`config.mk`:
```
export PLATFORM = sky130hd
export DESIGN_NAME = can_rx_acceptance_filter
export DESIGN_NICKNAME = d
export VERILOG_FILES = /design/src/common/can_rx_filter_pkg.sv /design/src/can_rx_acceptance_filter.sv
export SDC_FILE = /design/constraint.sdc
export NUM_CORES = 1
export LEC_CHECK = 0
export BUFFER_PORTS_ARGS = -buffer_cell sky130_fd_sc_hd__buf_2
export CAP_MARGIN = 20
export CORE_ASPECT_RATIO = 1.75
export CORE_UTILIZATION = 48
export DETAILED_ROUTE_END_ITERATION = 16
export PLACE_DENSITY_LB_ADDON = 0.2
export SYNTH_ARGS = -nofsm -noshare
export SYNTH_HDL_FRONTEND = slang
export SYNTH_SLANG_ARGS = --single-unit
```
`constraint.sdc`:
```
create_clock -name clk_i -period 20.1 [get_ports clk_i]
set_clock_uncertainty 0.1 [all_clocks]
set_input_delay 1.005 -clock clk_i [delete_from_list [all_inputs] [get_ports clk_i]]
set_output_delay 1.005 -clock clk_i [all_outputs]
set_load 0.02 [all_outputs]
```
`src/common/can_rx_filter_pkg.sv`:
```
// Register map, field positions and reset values of the receive acceptance filter
package can_rx_filter_pkg;
    localparam int ADR_W    = 8;
    localparam int ID_W     = 29;
    localparam int DLC_W    = 4;
    localparam int DATA_W   = 64;
    localparam int NUM_FILT = 6;

    // Byte offsets on the register bus
    localparam logic [7:0] CTRL_OFS  = 8'h00;
    localparam logic [7:0] STAT_OFS  = 8'h04;
    localparam logic [7:0] IMASK_OFS = 8'h08;
    localparam logic [7:0] HIT_OFS   = 8'h0c;
    localparam logic [7:0] MASK0_OFS = 8'h10;
    localparam logic [7:0] MASK1_OFS = 8'h14;
    localparam logic [7:0] FILT0_OFS = 8'h18;
    localparam logic [7:0] FILT_END  = 8'h30;
    localparam logic [7:0] RX_BUFFER_ZERO_OFS  = 8'h30;
    localparam logic [7:0] RXB_END   = 8'h50;

    // Control register
    localparam int CTRL_DOUBLE_BUFFER_ENABLE = 0;

    // Status and interrupt mask layout
    localparam int ST_W    = 5;
    localparam int ST_RX0  = 0;
    localparam int ST_RX1  = 1;
    localparam int ST_OVR0 = 2;
    localparam int ST_OVR1 = 3;
    localparam int ST_ERR  = 4;

    // Filter-hit register layout
    localparam int HIT0_BIT = 0;
    localparam int HIT1_LSB = 4;

    // Filter and mask word: id in [28:0], type bit in [31]
    localparam int TYPE_BIT = 31;
    localparam logic [31:0] FM_RW_MASK = 32'h9fff_ffff;
    localparam logic [ID_W-1:0] STD_ID_BITS = 29'h1ffc_0000;
    localparam logic [ID_W-1:0] EXT_ID_BITS = 29'h1fff_ffff;

    // Buffer identifier word: rtr in [29], ide in [30]
    localparam int BUF_RTR_BIT = 29;
    localparam int BUF_IDE_BIT = 30;

    localparam logic [31:0] REG_RST = 32'h0000_0000;
    localparam logic [2:0]  HIT1_RST = 3'h0;
endpackage : can_rx_filter_pkg

```
`src/can_rx_acceptance_filter.sv`:
```
// Acceptance filtering and receive buffer steering with a Wishbone register slave
//
// Contract
// - A cleared mask bit makes that identifier bit match regardless of values.
// - A set mask bit matches only when filter and received bits are equal.
// - Load a valid assembled frame only when some filter matches all examined bits.
// - Received extension bit set means extended frame, clear means standard frame.
// - Type mask set: filter takes only the frame type given by its select bit.
// - Type mask clear: filter takes both frame types when identifier bits match.
// - Filters 0-1 use mask 0 to buffer 0; filters 2-5 use mask 1 to buffer 1.
// - Loading buffer 0 records which of filter 0 or 1 hit in one bit.
// - Loading buffer 1 writes code 2..5, or 0/1 when diverted by double buffering.
// - Several matching filters report the lowest-numbered one.
// - Frame for an unreleased buffer, unless double buffering diverts it, sets its overrun and error flags, is discarded.
// - Overrun never stalls the engine; frames for a full buffer are dropped unless double buffering diverts them.
// - Double buffering off: frame for full buffer 0 sets buffer 0 overrun only.
// - Double buffering on: buffer 0 full, buffer 1 empty diverts into buffer 1.
// - Double buffering on, both full: discard and set buffer 1 overrun.
// - Frame matching both groups prefers buffer 0; full without diversion overruns it.
// - Receive flag set only on load; software clears it to release the buffer.
`timescale 1ns/1ps
module can_rx_acceptance_filter
    import can_rx_filter_pkg::*;
(
    input  wire logic              clk_i,
    input  wire logic              sys_rst_i,
    // Wishbone classic slave
    input  wire logic              wb_cyc_i,
    input  wire logic              wb_stb_i,
    input  wire logic              wb_we_i,
    input  wire logic [ADR_W-1:0]  wb_adr_i,
    input  wire logic [3:0]        wb_sel_i,
    input  wire logic [31:0]       wb_dat_i,
    output logic      [31:0]       wb_dat_o,
    output logic                   wb_ack_o,
    // Assembly buffer from the protocol engine
    input  wire logic              frame_valid_i,
    input  wire logic [ID_W-1:0]   frame_id_i,
    input  wire logic              received_id_extension_i,
    input  wire logic              frame_rtr_i,
    input  wire logic [DLC_W-1:0]  frame_dlc_i,
    input  wire logic [DATA_W-1:0] frame_data_i,
    output logic                   irq_o
);

    // Register map, byte offsets, all words 32 bits, reserved bits read 0:
    //   00 control: bit 0 enables double buffering
    //   04 status, write one to clear: rx0 full, rx1 full, ovr0, ovr1, error
    //   08 interrupt mask, same layout as status
    //   0c filter hit: bit 0 for buffer 0, bits 6:4 code for buffer 1
    //   10, 14 masks 0 and 1: id bits 28:0, type enable in bit 31
    //   18 to 2c filters 0 to 5: id bits 28:0, extended select in bit 31
    //   30 to 3c buffer 0: id word, length, data low, data high
    //   40 to 4c buffer 1, same layout
    // A full flag is the receive flag; clearing it is what releases the buffer,
    // so software must read the buffer before writing the clear.

    // Register state
    logic [31:0]       filt_reg [NUM_FILT];
    logic [31:0]       mask_reg [2];
    logic              double_buffer_enable;
    logic [ST_W-1:0]   status;
    logic [ST_W-1:0]   irq_mask;
    logic              filter_hit_zero;
    logic [2:0]        filter_hit_code;

    // Receive buffers
    logic [ID_W-1:0]   buf_id   [2];
    logic              buf_ide  [2];
    logic              buf_rtr  [2];
    logic [DLC_W-1:0]  buf_dlc  [2];
    logic [DATA_W-1:0] buf_data [2];

    // Bus decode
    wire logic [7:0]  adr_w   = {wb_adr_i[7:2], 2'b00};
    wire logic        req     = wb_cyc_i & wb_stb_i & ~wb_ack_o;
    wire logic        wr_en   = req & wb_we_i;
    wire logic [31:0] wmask   = {{8{wb_sel_i[3]}}, {8{wb_sel_i[2]}},
                                 {8{wb_sel_i[1]}}, {8{wb_sel_i[0]}}};
    wire logic [31:0] wdat    = wb_dat_i & wmask;
    wire logic        sel_ctl = (adr_w == CTRL_OFS);
    wire logic        sel_st  = (adr_w == STAT_OFS);
    wire logic        sel_im  = (adr_w == IMASK_OFS);
    wire logic        sel_hit = (adr_w == HIT_OFS);
    wire logic        sel_m0  = (adr_w == MASK0_OFS);
    wire logic        sel_m1  = (adr_w == MASK1_OFS);
    wire logic        sel_flt = (adr_w >= FILT0_OFS) && (adr_w < FILT_END);
    wire logic        sel_buf = (adr_w >= RX_BUFFER_ZERO_OFS) && (adr_w < RXB_END);
    wire logic [7:0]  flt_off = adr_w - FILT0_OFS;
    wire logic [7:0]  buf_off = adr_w - RX_BUFFER_ZERO_OFS;
    wire logic [2:0]  flt_idx = flt_off[4:2];
    wire logic        buf_idx = buf_off[4];
    wire logic [1:0]  buf_wrd = buf_off[3:2];

    // Acceptance match, one comparator per filter
    logic [NUM_FILT-1:0] match;
    wire logic [ID_W-1:0] examined =
        received_id_extension_i ? EXT_ID_BITS : STD_ID_BITS;

    genvar gi;
    generate
        for (gi = 0; gi < NUM_FILT; gi++) begin : g_filt
            localparam int MI = (gi < 2) ? 0 : 1;
            wire logic [ID_W-1:0] diff =
                mask_reg[MI][ID_W-1:0] & examined &
                (filt_reg[gi][ID_W-1:0] ^ frame_id_i);
            wire logic type_ok = ~mask_reg[MI][TYPE_BIT] |
                (filt_reg[gi][TYPE_BIT] == received_id_extension_i);
            assign match[gi] = (diff == '0) & type_ok;

            always_ff @(posedge clk_i or posedge sys_rst_i) begin
                if (sys_rst_i) begin
                    filt_reg[gi] <= REG_RST;
                end else if (wr_en && sel_flt && flt_idx == 3'(gi)) begin
                    filt_reg[gi] <= ((filt_reg[gi] & ~wmask) | wdat) & FM_RW_MASK;
                end
            end
        end
    endgenerate

    // Steering decision
    wire logic full0  = status[ST_RX0];
    wire logic full1  = status[ST_RX1];
    wire logic hit_g0 = |match[1:0];
    wire logic hit_g1 = |match[NUM_FILT-1:2];
    wire logic g0_sel = ~match[0];
    wire logic [2:0] g1_code = match[2] ? 3'h2 :
                               match[3] ? 3'h3 :
                               match[4] ? 3'h4 : 3'h5;
    wire logic go_g0  = frame_valid_i & hit_g0;
    wire logic go_g1  = frame_valid_i & ~hit_g0 & hit_g1;
    wire logic divert = go_g0 & full0 & double_buffer_enable;
    wire logic load0  = go_g0 & ~full0;
    wire logic load1  = (divert & ~full1) | (go_g1 & ~full1);
    wire logic ovr0   = go_g0 & full0 & ~double_buffer_enable;
    wire logic ovr1   = (divert & full1) | (go_g1 & full1);
    wire logic [2:0] code1 = go_g0 ? {2'b00, g0_sel} : g1_code;

    // Status: hardware set wins over a write-one clear in the same cycle
    wire logic [ST_W-1:0] st_set;
    assign st_set[ST_RX0]  = load0;
    assign st_set[ST_RX1]  = load1;
    assign st_set[ST_OVR0] = ovr0;
    assign st_set[ST_OVR1] = ovr1;
    assign st_set[ST_ERR]  = ovr0 | ovr1;
    wire logic [ST_W-1:0] st_clr = (wr_en && sel_st) ? wdat[ST_W-1:0] : '0;
    wire logic [ST_W-1:0] next_status = (status & ~st_clr) | st_set;
    // Mask seen by the interrupt flop, so a mask write acts at once instead of a cycle late
    wire logic            im_wr = wr_en & sel_im & wb_sel_i[0];
    wire logic [ST_W-1:0] next_irq_mask = im_wr ? wb_dat_i[ST_W-1:0] : irq_mask;

    // Read mux
    wire logic [31:0] filt_rd = filt_reg[flt_idx];
    wire logic [31:0] buf_w0  = {1'b0, buf_ide[buf_idx], buf_rtr[buf_idx],
                                 buf_id[buf_idx]};
    wire logic [31:0] buf_rd  =
        (buf_wrd == 2'd0) ? buf_w0 :
        (buf_wrd == 2'd1) ? {{(32-DLC_W){1'b0}}, buf_dlc[buf_idx]} :
        (buf_wrd == 2'd2) ? buf_data[buf_idx][31:0] :
                            buf_data[buf_idx][63:32];
    wire logic [31:0] hit_rd  = (32'(filter_hit_code) << HIT1_LSB) |
                                (32'(filter_hit_zero) << HIT0_BIT);
    wire logic [31:0] rd_word =
        sel_ctl ? (32'(double_buffer_enable) << CTRL_DOUBLE_BUFFER_ENABLE) :
        sel_st  ? 32'(status) :
        sel_im  ? 32'(irq_mask) :
        sel_hit ? hit_rd :
        sel_m0  ? mask_reg[0] :
        sel_m1  ? mask_reg[1] :
        sel_flt ? filt_rd :
        sel_buf ? buf_rd : REG_RST;   // Unmapped reads return zero and still ack

    // Bus slave: one wait state, ack for exactly one cycle
    always_ff @(posedge clk_i or posedge sys_rst_i) begin
        if (sys_rst_i) begin
            wb_ack_o <= 1'b0;
            wb_dat_o <= REG_RST;
        end else begin
            wb_ack_o <= req;
            wb_dat_o <= req ? rd_word : REG_RST;
        end
    end

    // Software-written configuration
    always_ff @(posedge clk_i or posedge sys_rst_i) begin
        if (sys_rst_i) begin
            double_buffer_enable <= 1'b0;
            irq_mask             <= '0;
            mask_reg[0]          <= REG_RST;
            mask_reg[1]          <= REG_RST;
        end else if (wr_en) begin
            if (sel_ctl && wb_sel_i[0]) begin
                double_buffer_enable <= wb_dat_i[CTRL_DOUBLE_BUFFER_ENABLE];
            end
            if (sel_im && wb_sel_i[0]) begin
                irq_mask <= wb_dat_i[ST_W-1:0];
            end
            if (sel_m0) begin
                mask_reg[0] <= ((mask_reg[0] & ~wmask) | wdat) & FM_RW_MASK;
            end
            if (sel_m1) begin
                mask_reg[1] <= ((mask_reg[1] & ~wmask) | wdat) & FM_RW_MASK;
            end
        end
    end

    // Flags and interrupt; the engine is never stalled by an overrun
    always_ff @(posedge clk_i or posedge sys_rst_i) begin
        if (sys_rst_i) begin
            status <= '0;
            irq_o  <= 1'b0;
        end else begin
            status <= next_status;
            irq_o  <= |(next_status & next_irq_mask);
        end
    end

    // Filter-hit codes change only when a buffer is loaded
    always_ff @(posedge clk_i or posedge sys_rst_i) begin
        if (sys_rst_i) begin
            filter_hit_zero <= 1'b0;
            filter_hit_code <= HIT1_RST;
        end else begin
            if (load0) begin
                filter_hit_zero <= g0_sel;
            end
            if (load1) begin
                filter_hit_code <= code1;
            end
        end
    end

    // Buffer contents; a discarded frame writes nothing
    generate
        for (gi = 0; gi < 2; gi++) begin : g_buf
            wire logic ld = (gi == 0) ? load0 : load1;
            always_ff @(posedge clk_i or posedge sys_rst_i) begin
                if (sys_rst_i) begin
                    buf_id[gi]   <= '0;
                    buf_ide[gi]  <= 1'b0;
                    buf_rtr[gi]  <= 1'b0;
                    buf_dlc[gi]  <= '0;
                    buf_data[gi] <= '0;
                end else if (ld) begin
                    buf_id[gi]   <= frame_id_i;
                    buf_ide[gi]  <= received_id_extension_i;
                    buf_rtr[gi]  <= frame_rtr_i;
                    buf_dlc[gi]  <= frame_dlc_i;
                    buf_data[gi] <= frame_data_i;
                end
            end
        end
    endgenerate

endmodule : can_rx_acceptance_filter

```
; Word-level counts from Yosys, hierarchy flattened
; Cells that the tools add are included.
[totals]
ff_bits = 487
latch_bits = 0
ramBits = 0
mem_bits_ro = 0
in_bits = 149
output_inout_bits = 34
word_cells = 195
mem_count = 0
[op_classes]
add_sub_neg = 2
mul = 0
n_div = 0
order_cmp = 6
n_eq_ne = 18
shift = 0
n_mux = 37
bitwise_logic = 78
reduce_logical = 28
[ops]
columns = operator, n
row1 = 32-bit two-way mux, 14
row2 = 32-bit bitwise AND, 9
row3 = 32-bit bitwise OR, 8
row4 = 29-bit bitwise AND, 8
row5 = 64-bit two-way mux, 3
row6 = 29-bit zero test, 6
row7 = 29-bit XOR, 6
row8 = 32-bit binary-select mux with 3-bit select, 1
row9 = 29-bit two-way mux, 3
row10 = 32-bit NOT, 1
row11 = 1-bit bitwise AND, 22
row12 = 18-bit two-way mux, 1
row13 = "6-bit by 2-bit equality test with 1-bit output, second input constant", 2
row14 = "6-bit by 3-bit equality test with 1-bit output, second input constant", 2
row15 = 1-bit logical AND, 12
row16 = 4-bit two-way mux, 3
row17 = 5-bit bitwise AND, 2
row18 = 5-bit two-way mux, 2
row19 = "5-bit subtractor, second input constant", 2
row20 = 3-bit two-way mux, 3
row21 = 1-bit bitwise OR, 9
row22 = "8-bit by 5-bit greater-or-equal comparator with 1-bit output, second input constant", 1
row23 = "8-bit by 6-bit greater-or-equal comparator with 1-bit output, second input constant", 1
row24 = 8-bit zero test, 1
row25 = 24 further kinds, 47

; Longest topological paths before layout
; Gate-level depths: netlist of run 1.
[logic_depth]
ltp_word = 17
ltp_mapped = 13
ltp_nobuf = 10

; Worst setup path after synthesis of run 1
; OpenSTA, ideal clock, no wires.
[synth_path]
kind = input-to-reg
startpoint = input frame_id_i[27]
endpoint = register buf_data[10] (netlist name)
setup_ns = 0.125
arrival_ns = 3.464
t_required_ns = 19.875
slack_ns = 16.411
path_stages = 10
path_buffers = 3
cell_sequence = clkbuf_1 -> xor2_1 -> a22o_1 -> or4_1 -> or4_4 -> nand4_2 -> nand4_2 -> buf_6 -> buf_6 -> mux2_4
[synth_via]
elab_chain_len = 10
elab_cells_between_ends = 35
cone_classes = bitwise (27) / reduce/logical (8)
[synth_rtl]
columns = element, line_no
row1 = "start, declared", can_rx_acceptance_filter.sv:38  ; input wire logic [ID_W-1:0] frame_id_i,
row2 = 29-bit XOR, can_rx_acceptance_filter.sv:106  ; (filt_reg[gi][ID_W-1:0] ^ frame_id_i);
row3 = 29-bit bitwise AND, can_rx_acceptance_filter.sv:105  ; mask_reg[MI][ID_W-1:0] & examined &
row4 = 29-bit zero test, can_rx_acceptance_filter.sv:109  ; assign match[gi] = (diff == '0) & type_ok;
row5 = 1-bit bitwise AND, can_rx_acceptance_filter.sv:109
row6 = 2-bit OR reduction, can_rx_acceptance_filter.sv:124  ; wire logic hit_g0 = |match[1:0];
row7 = 1-bit bitwise AND or 1-bit NOT (tied branches), "can_rx_acceptance_filter.sv:130, can_rx_acceptance_filter.sv:131"
row8 = "1-bit bitwise AND, on equally long branches (2 in series)", "can_rx_acceptance_filter.sv:132, can_rx_acceptance_filter.sv:131"
row9 = 1-bit bitwise AND, can_rx_acceptance_filter.sv:134  ; wire logic load1 = (divert & ~full1) | (go_g1 & ~full1);
row10 = 1-bit bitwise OR (*), can_rx_acceptance_filter.sv:134
row11 = "end signal, assigned by index", can_rx_acceptance_filter.sv:249  ; buf_data[gi] <= frame_data_i;
row12 = "end, declared", can_rx_acceptance_filter.sv:72  ; logic [DATA_W-1:0] buf_data [2];
; Every way passes the cells marked *; elsewhere a longest branch is shown, timed or not.
; A chain may end at the register's enable or synchronous reset.

; Final worst setup path of run 1
[layout_path]
startpoint = input received_id_extension_i
endpoint = register buf_id[25] (netlist name)
[layout_via]
elab_chain_len = 11
elab_cells_between_ends = 44
cone_classes = eq/ne (6) / mux (1) / bitwise (29) / reduce/logical (8)
[layout_rtl]
columns = element, line_no
row1 = "start, declared", can_rx_acceptance_filter.sv:39  ; input wire logic received_id_extension_i,
row2 = 18-bit two-way mux, can_rx_acceptance_filter.sv:98  ; received_id_extension_i ? EXT_ID_BITS : STD_ID_BITS;
row3 = 29-bit bitwise AND (2 in series), can_rx_acceptance_filter.sv:105
row4 = 29-bit zero test, can_rx_acceptance_filter.sv:109
row5 = 1-bit bitwise AND, can_rx_acceptance_filter.sv:109
row6 = 2-bit OR reduction, can_rx_acceptance_filter.sv:124
row7 = 1-bit bitwise AND or 1-bit NOT (tied branches), "can_rx_acceptance_filter.sv:130, can_rx_acceptance_filter.sv:131"
row8 = "1-bit bitwise AND, on equally long branches (2 in series)", "can_rx_acceptance_filter.sv:132, can_rx_acceptance_filter.sv:131"
row9 = 1-bit bitwise AND, can_rx_acceptance_filter.sv:134
row10 = 1-bit bitwise OR (*), can_rx_acceptance_filter.sv:134
row11 = "end signal, assigned by index", can_rx_acceptance_filter.sv:245  ; buf_id[gi] <= frame_id_i;
row12 = "end, declared", can_rx_acceptance_filter.sv:68  ; logic [ID_W-1:0] buf_id [2];
; Marks and branches as above.

==> results of run 1 <==
-- final cells by class --
class	count	area share (%)
Antenna cell	3	0.02697
Clock buffer	60	4.656
Clock inverter	26	1.326
Inverter	20	0.2966
Multi-Input combinational cell	1366	42.91
Sequential cell	487	43.77
Tap cell	666	2.993
Timing Repair Buffer	203	4.022
-- worst max path at each step --
stage	from	to	slack (ns)	depth (start not counted)
global route	received_id_extension_i	buf_data[84]	13.98	10
finish	received_id_extension_i	buf_id[25]	14.07	11
global placement	received_id_extension_i	buf_id[25]	13.70	11
CTS	received_id_extension_i	buf_id[15]	14.30	11
floorplan	sys_rst_i	asynchronous set/reset pin	5.40	1
detailed placement	received_id_extension_i	buf_id[14]	13.69	11
-- where the power goes --
group	leakage (uW)	switching, uW	internal [uW]
Sequential	0.00647	116	1180
Combinational	0.00632	231	292
Clock	0.000805	407	562
-- cell usage in the layout, fill, tap and decap left out, types with 7 or more instances in the layout --
cell type	Yosys	layout
sky130_fd_sc_hd__nor2_1	59	58
sky130_fd_sc_hd__clkinv_2	0	8
sky130_fd_sc_hd__clkbuf_16	0	48
sky130_fd_sc_hd__a32oi_1	15	15
sky130_fd_sc_hd__a22oi_1	52	52
sky130_fd_sc_hd__nand4_1	18	18
sky130_fd_sc_hd__buf_2	13	176
sky130_fd_sc_hd__xor2_1	170	170
sky130_fd_sc_hd__nor3_1	9	9
sky130_fd_sc_hd__mux4_2	40	40
sky130_fd_sc_hd__mux2_4	70	70
sky130_fd_sc_hd__o211ai_1	12	12
sky130_fd_sc_hd__o21ai_0	99	99
sky130_fd_sc_hd__inv_1	18	17
sky130_fd_sc_hd__a211oi_1	8	8
sky130_fd_sc_hd__nand3_1	23	23
sky130_fd_sc_hd__a21oi_1	79	78
sky130_fd_sc_hd__buf_4	11	24
sky130_fd_sc_hd__mux2_2	357	357
sky130_fd_sc_hd__nand2_1	144	144
sky130_fd_sc_hd__mux2i_1	95	95
sky130_fd_sc_hd__a222oi_1	7	7
sky130_fd_sc_hd__dfrtp_1	487	487
sky130_fd_sc_hd__clkbuf_1	82	7
sky130_fd_sc_hd__bufinv_16	0	8
sky130_fd_sc_hd__o22ai_1	23	23
sky130_fd_sc_hd__a221oi_1	22	22
-- critical path: cells and delay by family --
family                 cells  cell delay (ns)
muxes                      1             0.40
and+or+nand+nor            2             1.57
AOI/OAI and AO/OA          3             1.02
buffers and inverters      5             2.28
-- metal layers --
layer	share of wire, %	vias up	global-route usage (%)
li1	-	7527	-
met1	38	8974	38.27
met2	49	694	53.83
met3	5.7	238	4.549
met4	7.8	2	22.47
met5	0.019	-	0
-- kinds of logic after synthesis --
family          Yosys count
mux                     562
xor+xnor                176
flops                   487
compound gates          339
fa+ha+maj                 1
simple gates            288
buf+inv                 150
-- through the flow --
stage                     cells  hold slack [ns]  setup WS (ns)
after floorplan            2003           0.3642          5.404
after global placement     2741           0.3771          13.70
after detailed placement   2741           0.3820          13.69
after CTS                  2827           0.3968          14.30
after global routing       2830           0.4186          13.98
final                      2831           0.3960          14.07
==> impl_table.tex, run 1 <==
\begin{tabular}{lr}
\hline
Metric & Value \\
\hline
\multicolumn{2}{l}{\textbf{Yosys}} \\
Post-synth top area share & 49.17\% \\
Number of register bits inferred by synthesis & 487 \\
Post-Syn Area & 24790 um2 \\
Fraction of synthesized area in multiplexers & 27.93\% \\
Post-synthesis area per instance & 12.37 um2 \\
Largest cells by area after synthesis & sky130\_fd\_sc\_hd\_\_dfrtp\_1 (49\%), sky130\_fd\_sc\_hd\_\_mux2\_2 (16\%), sky130\_fd\_sc\_hd\_\_xor2\_1 (6.0\%), sky130\_fd\_sc\_hd\_\_mux2\_4 (4.2\%), sky130\_fd\_sc\_hd\_\_mux2i\_1 (3.8\%) \\
Top cells by count, synth & sky130\_fd\_sc\_hd\_\_dfrtp\_1 (487), sky130\_fd\_sc\_hd\_\_mux2\_2 (357), sky130\_fd\_sc\_hd\_\_xor2\_1 (170), sky130\_fd\_sc\_hd\_\_nand2\_1 (144), sky130\_fd\_sc\_hd\_\_o21ai\_0 (99) \\
Post-synth EDFFs & 0 \\
Compound-cell area share of the yosys netlist & 8.713\% \\
Main flop type after synthesis & sky130\_fd\_sc\_hd\_\_dfrtp\_1 \\
Number of nets produced by synthesis & 2153 \\
Warnings from Yosys & 0 \\
Unique cell type count in the Yosys netlist & 53 \\
Post-synthesis share of cell area spent on full adders, half adders and majority gates & 0.05048\% \\
Most numerous cell in the Yosys netlist & sky130\_fd\_sc\_hd\_\_dfrtp\_1 \\
Share of synthesized flip-flops with an asynchronous set or reset & 100.0\% \\
Synth Area in Simple Gates & 5.169\% \\
Cell type with the largest total area after synthesis & sky130\_fd\_sc\_hd\_\_dfrtp\_1 \\
Dominant combinational cell family by area after synthesis & multiplexers \\
Syn Inst Count & 2003 \\
Share of synthesized area occupied by flip-flops and latches & 49.17\% \\
Share of the synthesized netlist area taken by xor and xnor gates & 6.219\% \\
\multicolumn{2}{l}{\textbf{Worst setup path}} \\
CP required & 20.46 ns \\
Cells along the critical path & buf\_2, buf\_4, clkinv\_1, a32o\_1, nor4\_1, a22oi\_1, a21o\_1, nand4\_4, buf\_4, buf\_4, mux2\_2 \\
Type of the worst setup path & in2reg \\
Capturing point of the worst reg2reg path & buf\_id[25] \\
Type of destination of the critical path & register \\
Worst Reg2Reg Path Length in Cells & 10 \\
Worst-path maximum fanout & 42 \\
Worst stage delay on the critical path & 1.03 ns \\
CP Data Arrival Time & 6.39 ns \\
CP dominant cell by count & sky130\_fd\_sc\_hd\_\_buf\_4 \\
Worst-case register-to-register setup slack & 14.65 ns \\
Crit path max-delay cell type & sky130\_fd\_sc\_hd\_\_nor4\_1 \\
Critical Path Start Type & input port \\
\multicolumn{2}{l}{\textbf{Floorplan}} \\
I/O pin count & 183 \\
Horizontal die dimension & 173.8 um \\
Row Count & 109 \\
Vertical extent of the die & 302.6 um \\
CORE AREA & 50730 um2 \\
Die Area & 52590 um2 \\
Starting utilization of the core area & 48.85\% \\
\multicolumn{2}{l}{\textbf{Place}} \\
DP Wirelength & 60430 um \\
IO Port Bufs & 178 \\
Instance area after placement & 26140 um2 \\
Gpl congestion & 0.9860 \\
\multicolumn{2}{l}{\textbf{Worst hold path}} \\
Hold\_sp & filter\_hit\_zero \\
Number of stages on the worst hold path & 1 \\
Worst hold path class & reg2reg \\
Worst hold endpoint & filter\_hit\_zero \\
\multicolumn{2}{l}{\textbf{Drt}} \\
Wire length per cell after detailed routing & 29.59 um \\
Vias post-DR & 17440 \\
1st-pass router iterations & 7 \\
Post-route DRC violation count & 0 \\
First-iteration detailed-routing DRC count & 1470 \\
Antenna-violating nets left & 0 \\
Mean number of vias per cell & 6.159 \\
Final wirelength & 83780 um \\
\multicolumn{2}{l}{\textbf{GRT}} \\
Vias in the first global route & 18210 \\
Maximum number of pins on one net before global-route repair & 138 \\
Wire length of the first global-routing pass & 122900 um \\
Initial antenna violation count & 5 \\
Overall track demand over capacity in global routing & 32.13\% \\
Final global-route overflow total & 0 \\
\multicolumn{2}{l}{\textbf{Finish}} \\
Final design instance area without fill & 27840 um2 \\
Area occupied by multi-input gates & 11950 um2 \\
Count of fill cells added during filler insertion & 4361 \\
Synthesis-to-finish area growth & 12.33\% \\
Number of nets in the final layout & 2275 \\
Storage cell area & 12190 um2 \\
Share of post-route cells with drive strength above 1 & 35.11\% \\
Core Util, Final & 54.88\% \\
\multicolumn{2}{l}{\textbf{STA}} \\
Final count of hold timing violations & 0 \\
Final worst path period share & 30.00\% \\
Tmin final & 6.030 ns \\
Setup repair after global routing missed its margin & false \\
Least-Margin Pin Slew & 1.256 ns \\
Maximum clock rate & 165.8 MHz \\
Post-Route Setup TNS & 0 ns \\
Number of pins exceeding their max-slew limit in the final report & 0 \\
Total of endpoints with negative setup slack in the final report & 0 \\
Slew Limit Headroom & 15.52\% \\
\multicolumn{2}{l}{\textbf{CTS}} \\
Num CTS Buffers & 47 \\
Clock sink total & 487 \\
Worst skew pair latency & 0.58 ns \\
Post-CTS Setup Bufs & 0 \\
Clock tree from TritonCTS & built \\
Number of H-tree levels & 2 \\
Clock tree buffer depth & 3 \\
Clock transition at the register clock pins on the worst setup and hold paths after CTS & 0.07 ns \\
Number of hold buffers added after cts & 0 \\
\# resized after CTS & 0 \\
Clock root buffer master & sky130\_fd\_sc\_hd\_\_clkbuf\_16 \\
\multicolumn{2}{l}{\textbf{Outcome}} \\
Status & finished clean \\
\multicolumn{2}{l}{\textbf{Power and ir drop}} \\
PnR Total Power & 2793 uW \\
Cell area power density & 100.3 nW/um2 \\
Maximum resistive drop on vdd & 0.05744 mV \\
Lkg Pwr & 0.01360 uW \\
\multicolumn{2}{l}{\textbf{Flow run}} \\
Max-cap violations & 0 \\
\hline
\end{tabular}
No activity file was read; power rests on OpenSTA's default activity.
==> run 2, diff against run 1 <==
--- a/config.mk
+++ b/config.mk
@@ -5,6 +5,7 @@
 export SDC_FILE = /design/constraint.sdc
 export NUM_CORES = 1
 export LEC_CHECK = 0
+export ABC_AREA = 1
 export BUFFER_PORTS_ARGS = -buffer_cell sky130_fd_sc_hd__buf_2
 export CAP_MARGIN = 20
 export CORE_ASPECT_RATIO = 1.75
==> constraint.sdc (replaced) <==
create_clock -name clk_i -period 5.07 [get_ports clk_i]
set_clock_uncertainty 0.1 [all_clocks]
set_input_delay 0.2535 -clock clk_i [delete_from_list [all_inputs] [get_ports clk_i]]
set_output_delay 0.2535 -clock clk_i [all_outputs]
set_load 0.02 [all_outputs]
==> run 2 against run 1 <==
Worst setup slack lost 12 ns. Synthesized area rose by 2.2%. Critical path depth rose by 7. Synthesized cell count is 73% higher. Global-route usage up 2.5 points. Die area up 2.2%. Clock-buffer cell count rose by 9. Non-clock buffer count up 114. Sequential power increased to 4.0 times the previous value.
==> impl_table.tex, run 2 <==
\begin{tabular}{lr}
\hline
Metric & Value \\
\hline
\multicolumn{2}{l}{\textbf{Outcome}} \\
Status & finished clean \\
\multicolumn{2}{l}{\textbf{CTS}} \\
Clock transition at the register clock pins on the worst setup and hold paths after CTS & 0.07 ns \\
Clock tree from TritonCTS & built \\
Clock root buffer master & sky130\_fd\_sc\_hd\_\_clkbuf\_16 \\
Num CTS Buffers & 47 \\
Number of hold buffers added after cts & 97 \\
Worst skew pair latency & 0.60 ns \\
Post-CTS Setup Bufs & 0 \\
\# resized after CTS & 0 \\
Clock tree buffer depth & 3 \\
Number of H-tree levels & 2 \\
Clock sink total & 487 \\
\multicolumn{2}{l}{\textbf{GRT}} \\
Vias in the first global route & 23360 \\
Wire length of the first global-routing pass & 139700 um \\
Maximum number of pins on one net before global-route repair & 162 \\
Overall track demand over capacity in global routing & 34.64\% \\
Final global-route overflow total & 0 \\
Initial antenna violation count & 7 \\
\multicolumn{2}{l}{\textbf{Power and ir drop}} \\
Cell area power density & 370.9 nW/um2 \\
Clk network pwr share & 35.3\% \\
Sw frac & 29.56\% \\
Power share of the sequential group & 47.3\% \\
Combinational fraction of design power & 17.4\% \\
Switch Pwr & 3215 uW \\
Lkg Pwr & 0.01452 uW \\
Internal power & 7663 uW \\
Maximum resistive drop on vdd & 0.3184 mV \\
PnR Total Power & 10880 uW \\
\multicolumn{2}{l}{\textbf{Worst setup path}} \\
Capturing point of the worst reg2reg path & buf\_data[57] \\
Worst path bufs/invs & 5 \\
Crit path max-delay cell type & sky130\_fd\_sc\_hd\_\_buf\_2 \\
Worst-path maximum fanout & 78 \\
Startpoint of the worst setup timing path & received\_id\_extension\_i \\
CP dominant cell by count & sky130\_fd\_sc\_hd\_\_nand2\_1 \\
Critical Path Start Type & input port \\
Worst setup path end & buf\_data[57] \\
CP required & 5.43 ns \\
Type of the worst setup path & in2reg \\
Cell count along the critical path & 18 \\
Worst Reg2Reg Path Length in Cells & 14 \\
Cells along the critical path & buf\_2, buf\_4, nand2\_1, inv\_1, nand3\_1, nand2\_1, nor2\_1, nand2\_1, nor2\_1, nand2\_2, nand2\_2, nand2\_4, nor2\_4, nand3\_2, nand2\_4, inv\_6, buf\_4, o21ai\_0 \\
Cell family with the largest share of critical-path delay & buffers and inverters \\
CP Data Arrival Time & 3.56 ns \\
Worst stage delay on the critical path & 0.62 ns \\
Type of destination of the critical path & register \\
Worst-case register-to-register setup slack & 1.88 ns \\
\multicolumn{2}{l}{\textbf{STA}} \\
Final count of hold timing violations & 0 \\
Least-Margin Pin Slew & 0.9813 ns \\
Final worst path period share & 63.00\% \\
Total of endpoints with negative setup slack in the final report & 0 \\
Tmin final & 3.194 ns \\
Slew Limit Headroom & 34.58\% \\
Number of pins exceeding their max-slew limit in the final report & 0 \\
Setup repair after global routing missed its margin & false \\
Maximum clock rate & 313.1 MHz \\
\multicolumn{2}{l}{\textbf{Yosys}} \\
Fraction of synthesized area in multiplexers & 0\% \\
Synth Area in Simple Gates & 25.15\% \\
Largest cells by area after synthesis & sky130\_fd\_sc\_hd\_\_dfrtp\_1 (48\%), sky130\_fd\_sc\_hd\_\_nand2\_1 (17\%), sky130\_fd\_sc\_hd\_\_o21ai\_0 (10\%), sky130\_fd\_sc\_hd\_\_inv\_1 (5.7\%), sky130\_fd\_sc\_hd\_\_nand3\_1 (4.1\%) \\
Share of synthesized flip-flops with an asynchronous set or reset & 100.0\% \\
Top cells by count, synth & sky130\_fd\_sc\_hd\_\_nand2\_1 (1158), sky130\_fd\_sc\_hd\_\_o21ai\_0 (524), sky130\_fd\_sc\_hd\_\_dfrtp\_1 (487), sky130\_fd\_sc\_hd\_\_inv\_1 (385), sky130\_fd\_sc\_hd\_\_nor2\_1 (210) \\
Post-synth top area share & 48.11\% \\
Share of synthesized area occupied by flip-flops and latches & 48.11\% \\
Post-synthesis share of cell area spent on full adders, half adders and majority gates & 0.04939\% \\
Most numerous cell in the Yosys netlist & sky130\_fd\_sc\_hd\_\_nand2\_1 \\
Number of nets produced by synthesis & 3612 \\
Dominant combinational cell family by area after synthesis & simple AND/OR/NAND/NOR gates \\
Unique cell type count in the Yosys netlist & 41 \\
Post-synth EDFFs & 0 \\
Syn Inst Count & 3462 \\
Compound-cell area share of the yosys netlist & 17.47\% \\
Post-synthesis area per instance & 7.317 um2 \\
Main flop type after synthesis & sky130\_fd\_sc\_hd\_\_dfrtp\_1 \\
Share of the synthesized netlist area taken by xor and xnor gates & 0\% \\
Post-Syn Area & 25330 um2 \\
Cell type with the largest total area after synthesis & sky130\_fd\_sc\_hd\_\_dfrtp\_1 \\
Warnings from Yosys & 0 \\
Number of register bits inferred by synthesis & 487 \\
\multicolumn{2}{l}{\textbf{Floorplan}} \\
CORE AREA & 52220 um2 \\
Vertical extent of the die & 305.9 um \\
Horizontal die dimension & 175.7 um \\
Starting utilization of the core area & 48.51\% \\
Row Count & 111 \\
Die Area & 53730 um2 \\
I/O pin count & 183 \\
\multicolumn{2}{l}{\textbf{Worst hold path}} \\
Number of stages on the worst hold path & 3 \\
Worst hold path class & in2reg \\
Hold\_sp & wb\_dat\_i[31] \\
\multicolumn{2}{l}{\textbf{Place}} \\
Gpl congestion & 0.9981 \\
IO Port Bufs & 178 \\
DP Wirelength & 65170 um \\
\multicolumn{2}{l}{\textbf{Drt}} \\
Final wirelength & 92160 um \\
Antenna-violating nets left & 0 \\
Post-route DRC violation count & 0 \\
1st-pass router iterations & 5 \\
First-iteration detailed-routing DRC count & 2635 \\
Wire length per cell after detailed routing & 21.02 um \\
Mean number of vias per cell & 5.545 \\
Vias post-DR & 24320 \\
\multicolumn{2}{l}{\textbf{Finish}} \\
Synthesis-to-finish area growth & 15.79\% \\
Core Util, Final & 56.17\% \\
Leading cell type in the layout, fill and taps excluded & sky130\_fd\_sc\_hd\_\_nand2\_1 \\
Share of post-route cells with drive strength above 1 & 9.968\% \\
Number of nets in the final layout & 3815 \\
Most used cells in the layout excluding fill and tap cells & sky130\_fd\_sc\_hd\_\_nand2\_1 (1157), sky130\_fd\_sc\_hd\_\_o21ai\_0 (524), sky130\_fd\_sc\_hd\_\_dfrtp\_1 (487), sky130\_fd\_sc\_hd\_\_inv\_1 (384), sky130\_fd\_sc\_hd\_\_nor2\_1 (209) \\
\multicolumn{2}{l}{\textbf{Flow run}} \\
Max-cap violations & 0 \\
\hline
\end{tabular}
[run 2: cell count changes in the layout (fill, tap and decap cells not counted), moves of 151 or more]
cell	delta
sky130_fd_sc_hd__mux2_2	-357
sky130_fd_sc_hd__inv_1	+367
sky130_fd_sc_hd__xor2_1	-170
sky130_fd_sc_hd__nand2_1	+1013
sky130_fd_sc_hd__nor2_1	+151
sky130_fd_sc_hd__nand3_1	+183
sky130_fd_sc_hd__o21ai_0	+425
[run 2: power by group through the flow]
stage | registers [uW] | clock network [uW] | logic (uW)
2_1_floorplan | 5110 | 0 | 1310
3_3_place_gp | 5180 | 0 | 1770
3_5_place_dp | 5200 | 0 | 1820
4_1_cts | 5140 | 3860 | 1890
5_1_grt | 5250 | 4000 | 2160
6_report | 5150 | 3840 | 1890
[run 2: worst register-to-register path, stage by stage (launching register included)]
cell and delay [ns]:
sky130_fd_sc_hd__dfrtp_1 0.41, sky130_fd_sc_hd__or2_1 0.23, sky130_fd_sc_hd__nand3_1 0.10, sky130_fd_sc_hd__nand2_1 0.06, sky130_fd_sc_hd__nor2_1 0.23, sky130_fd_sc_hd__nand2_1 0.11
sky130_fd_sc_hd__nor2_2 0.18, sky130_fd_sc_hd__nand2_2 0.13, sky130_fd_sc_hd__nand2_2 0.15, sky130_fd_sc_hd__nor2_1 0.09, sky130_fd_sc_hd__nand3_1 0.15, sky130_fd_sc_hd__nand2_4 0.12
sky130_fd_sc_hd__inv_6 0.43, sky130_fd_sc_hd__buf_4 0.44, sky130_fd_sc_hd__o21ai_0 0.13
[run 2: cell families (layout without fill, tap and decap cells)]
family,Yosys count,count (layout)
flip-flops,487,487
other,0,5
adder cells (fa/ha/maj),1,1
buffers and inverters,575,815
AND/OR/NAND/NOR,1604,1604
AO/OA/AOI/OAI,795,795
[run 2: metal layers]
layer,GRT usage (%),vias up,share of wire [%]
li1,-,11550,-
met1,41.59,11390,38
met2,56.28,1050,47
met3,4.688,317,6.5
met4,26.21,6,8.5
met5,0,-,0.044
[run 2: layout make-up]
class	instances	area, um2
diodes	5	12.51
multi-input cells	2400	10830
inverters	412	1560
repair buffers	317	2242
fillers	5089	22890
well taps	678	848.3
clock inverters	17	266.5
clock buffers	69	1381
flip-flops and latches	487	12190
[run 2: worst min-delay path by stage]
| stage | slack [ns] | endpoint |
|---|---|---|
| floorplan | 0.30 | buf_data[25] |
| global placement | 0.35 | wb_dat_o[30] |
| detailed placement | 0.35 | wb_dat_o[29] |
| CTS | 0.01 | buf_id[53] |
| global route | 0.03 | register |
| finish | 0.009 | register |
[run 2: stage by stage]
stage                     area (um2)  worst slack [ns]  hold WS (ns)  TNS [ns]  cells
after floorplan                25340            -1.886        0.3019   -918.55   3462
after global placement         26700             1.465        0.3515         0   4197
after detailed placement       26700             1.418        0.3529         0   4197
after CTS                      29320             1.949       0.01403         0   4380
after global routing           29330             1.699       0.03030         0   4383
final                          29330             1.876      0.009388         0   4385
==> run 3, diff against run 2 <==
==> constraint.sdc (replaced) <==
create_clock -name clk_i -period 2.9 [get_ports clk_i]
set_clock_uncertainty 0.1 [all_clocks]
set_input_delay 0.145 -clock clk_i [delete_from_list [all_inputs] [get_ports clk_i]]
set_output_delay 0.145 -clock clk_i [all_outputs]
set_load 0.02 [all_outputs]
==> run 3 against run 2 <==
Register-to-register slack got worse by 1.7 ns. Die area unchanged. Critical path depth decreased by 11. Critical path type is now reg2reg. Largest cell class unchanged.
==> impl_table.tex, run 3 (synthesis gave the netlist of run 2 again) <==
\begin{tabular}{lr}
\hline
Metric & Value \\
\hline
\multicolumn{2}{l}{\textbf{Drt}} \\
Wire length per cell after detailed routing & 20.76 um \\
Mean number of vias per cell & 5.522 \\
Vias post-DR & 24670 \\
Final wirelength & 92770 um \\
First-iteration detailed-routing DRC count & 2138 \\
Post-route DRC violation count & 0 \\
Antenna-violating nets left & 0 \\
1st-pass router iterations & 7 \\
\multicolumn{2}{l}{\textbf{GRT}} \\
Vias in the first global route & 23580 \\
Wire length of the first global-routing pass & 140800 um \\
Final global-route overflow total & 0 \\
Initial antenna violation count & 5 \\
Overall track demand over capacity in global routing & 34.94\% \\
Maximum number of pins on one net before global-route repair & 99 \\
\multicolumn{2}{l}{\textbf{Worst setup path}} \\
Type of the worst setup path & reg2reg \\
Critical Path Start Type & register \\
Worst-path maximum fanout & 9 \\
CP required & 3.26 ns \\
Type of destination of the critical path & register \\
CP Data Arrival Time & 3.11 ns \\
\multicolumn{2}{l}{\textbf{Place}} \\
Pre-CTS setup slack & 0.1493 ns \\
DP Wirelength & 67180 um \\
DP Cell Count & 4256 \\
Instance area after placement & 27340 um2 \\
IO Port Bufs & 178 \\
Gpl congestion & 1.011 \\
\multicolumn{2}{l}{\textbf{CTS}} \\
Number of H-tree levels & 2 \\
Num CTS Buffers & 47 \\
Clock sink total & 487 \\
Clock tree buffer depth & 3 \\
Worst skew pair latency & 0.60 ns \\
Clock root buffer master & sky130\_fd\_sc\_hd\_\_clkbuf\_16 \\
Clock tree from TritonCTS & built \\
Clock transition at the register clock pins on the worst setup and hold paths after CTS & 0.07 ns \\
\multicolumn{2}{l}{\textbf{Floorplan}} \\
Die Area & 53730 um2 \\
Horizontal die dimension & 175.7 um \\
CORE AREA & 52220 um2 \\
Starting utilization of the core area & 48.51\% \\
I/O pin count & 183 \\
Vertical extent of the die & 305.9 um \\
Row Count & 111 \\
\multicolumn{2}{l}{\textbf{STA}} \\
Maximum clock rate & 363.0 MHz \\
Number of pins exceeding their max-slew limit in the final report & 0 \\
Worst hold slack & 0.03420 ns \\
Final count of hold timing violations & 0 \\
Tmin final & 2.755 ns \\
Final worst path period share & 95.00\% \\
Post-Route Setup TNS & 0 ns \\
Post-layout worst setup margin & 0.1450 ns \\
Slew Limit Headroom & 52.31\% \\
Total of endpoints with negative setup slack in the final report & 0 \\
Least-Margin Pin Slew & 0.7136 ns \\
Setup repair after global routing missed its margin & false \\
\multicolumn{2}{l}{\textbf{Finish}} \\
Storage cell area & 12190 um2 \\
Number of nets in the final layout & 3899 \\
Leading cell type in the layout, fill and taps excluded & sky130\_fd\_sc\_hd\_\_nand2\_1 \\
Share of post-route cells with drive strength above 1 & 11.52\% \\
Count of fill cells added during filler insertion & 5061 \\
Synthesis-to-finish area growth & 19.39\% \\
Most used cells in the layout excluding fill and tap cells & sky130\_fd\_sc\_hd\_\_nand2\_1 (1157), sky130\_fd\_sc\_hd\_\_o21ai\_0 (524), sky130\_fd\_sc\_hd\_\_dfrtp\_1 (487), sky130\_fd\_sc\_hd\_\_inv\_1 (383), sky130\_fd\_sc\_hd\_\_nor2\_1 (208) \\
Area occupied by multi-input gates & 10840 um2 \\
Number of standard cells in the final layout excluding fillers & 4468 \\
Final design instance area without fill & 30240 um2 \\
\multicolumn{2}{l}{\textbf{Outcome}} \\
Status & finished clean \\
\multicolumn{2}{l}{\textbf{Power and ir drop}} \\
Maximum resistive drop on vdd & 0.4956 mV \\
Cell area power density & 634.2 nW/um2 \\
Lkg Pwr & 0.01497 uW \\
\multicolumn{2}{l}{\textbf{Flow run}} \\
Max-cap violations & 0 \\
\multicolumn{2}{l}{\textbf{Worst hold path}} \\
Worst hold path class & in2reg \\
\hline
\end{tabular}
[run 3: cell types whose count changed in the layout (fill, tap and decap cells not counted), moves of 2 or more]
cell	change
sky130_fd_sc_hd__buf_12	+16
sky130_fd_sc_hd__buf_4	+43
sky130_fd_sc_hd__clkbuf_1	-8
sky130_fd_sc_hd__clkbuf_16	-2
sky130_fd_sc_hd__clkinv_2	-2
sky130_fd_sc_hd__clkinv_4	+2
sky130_fd_sc_hd__clkinvlp_4	+7
sky130_fd_sc_hd__dlygate4sd3_1	+25
[run 3: worst paths after layout]
path | cells after the start | startpoint | slack [ns] | endpoint
max | 7 | wb_ack_o | 0.15 | wb_dat_o[31]
min | 3 | frame_id_i[4] | 0.03 | buf_id[4]
max reg2reg | 7 | wb_ack_o | 0.15 | wb_dat_o[31]
min reg2reg | 2 | buf_data[16] | 0.38 | buf_data[16]
max in group asynchronous | 4 | sys_rst_i | 1.73 | asynchronous set/reset pin
min in group asynchronous | 3 | sys_rst_i | 0.08 | buf_data[98]
[run 3: metal layers]
layer  part of all wire [%]  track usage, %  up-vias
li1                       -               -    11710
met1                     38           41.08    11540
met2                     47           56.66     1064
met3                    7.0           5.742      357
met4                    8.8           27.18        4
met5                  0.028               0        -
[run 3: cell type report]
| type | instances | share of cell area [%] |
|---|---|---|
| Antenna cell | 6 | 0.04964 |
| Clock inverter | 25 | 1.183 |
| Inverter | 412 | 5.171 |
| Sequential cell | 487 | 40.29 |
| Clock buffer | 59 | 4.303 |
| Timing Repair Buffer | 401 | 10.37 |
| Tap cell | 678 | 2.805 |
| Multi-Input combinational cell | 2400 | 35.83 |
[run 3: worst max-delay path, stage by stage (launching register included)]
cell,delay [ns]
sky130_fd_sc_hd__dfrtp_1,0.38
sky130_fd_sc_hd__nor2_2,0.26
sky130_fd_sc_hd__dlygate4sd3_1,0.60
sky130_fd_sc_hd__buf_4,0.18
sky130_fd_sc_hd__nand2_1,0.09
sky130_fd_sc_hd__inv_1,0.48
sky130_fd_sc_hd__o21ai_0,0.18
sky130_fd_sc_hd__a211oi_1,0.34
[run 3: what timing repair did]
action                                 in CTS  in global routing
gates resized for setup                     0                  2
endpoints found under the hold margin     509                  0
setup endpoints to repair                   0                 92
hold buffers                              122                  0
setup buffers                               0                  0
[run 3: metrics by stage]
stage,util [%],total power (uW)
6_report,57.92,19180
5_1_grt,57.89,20140
2_1_floorplan,-,11210
3_5_place_dp,52.36,12400
4_1_cts,57.88,19230
3_3_place_gp,52.36,12260
[run 3: where the power goes]
group / leakage (uW) / switching [uW] / internal [uW] / total, uW
clock network: 0.000796 / 2830 / 3900 / 6730
registers: 0.00643 / 787 / 8220 / 9010
logic: 0.00774 / 2080 / 1360 / 3440
total: 0.0150 / 5690 / 13500 / 19200
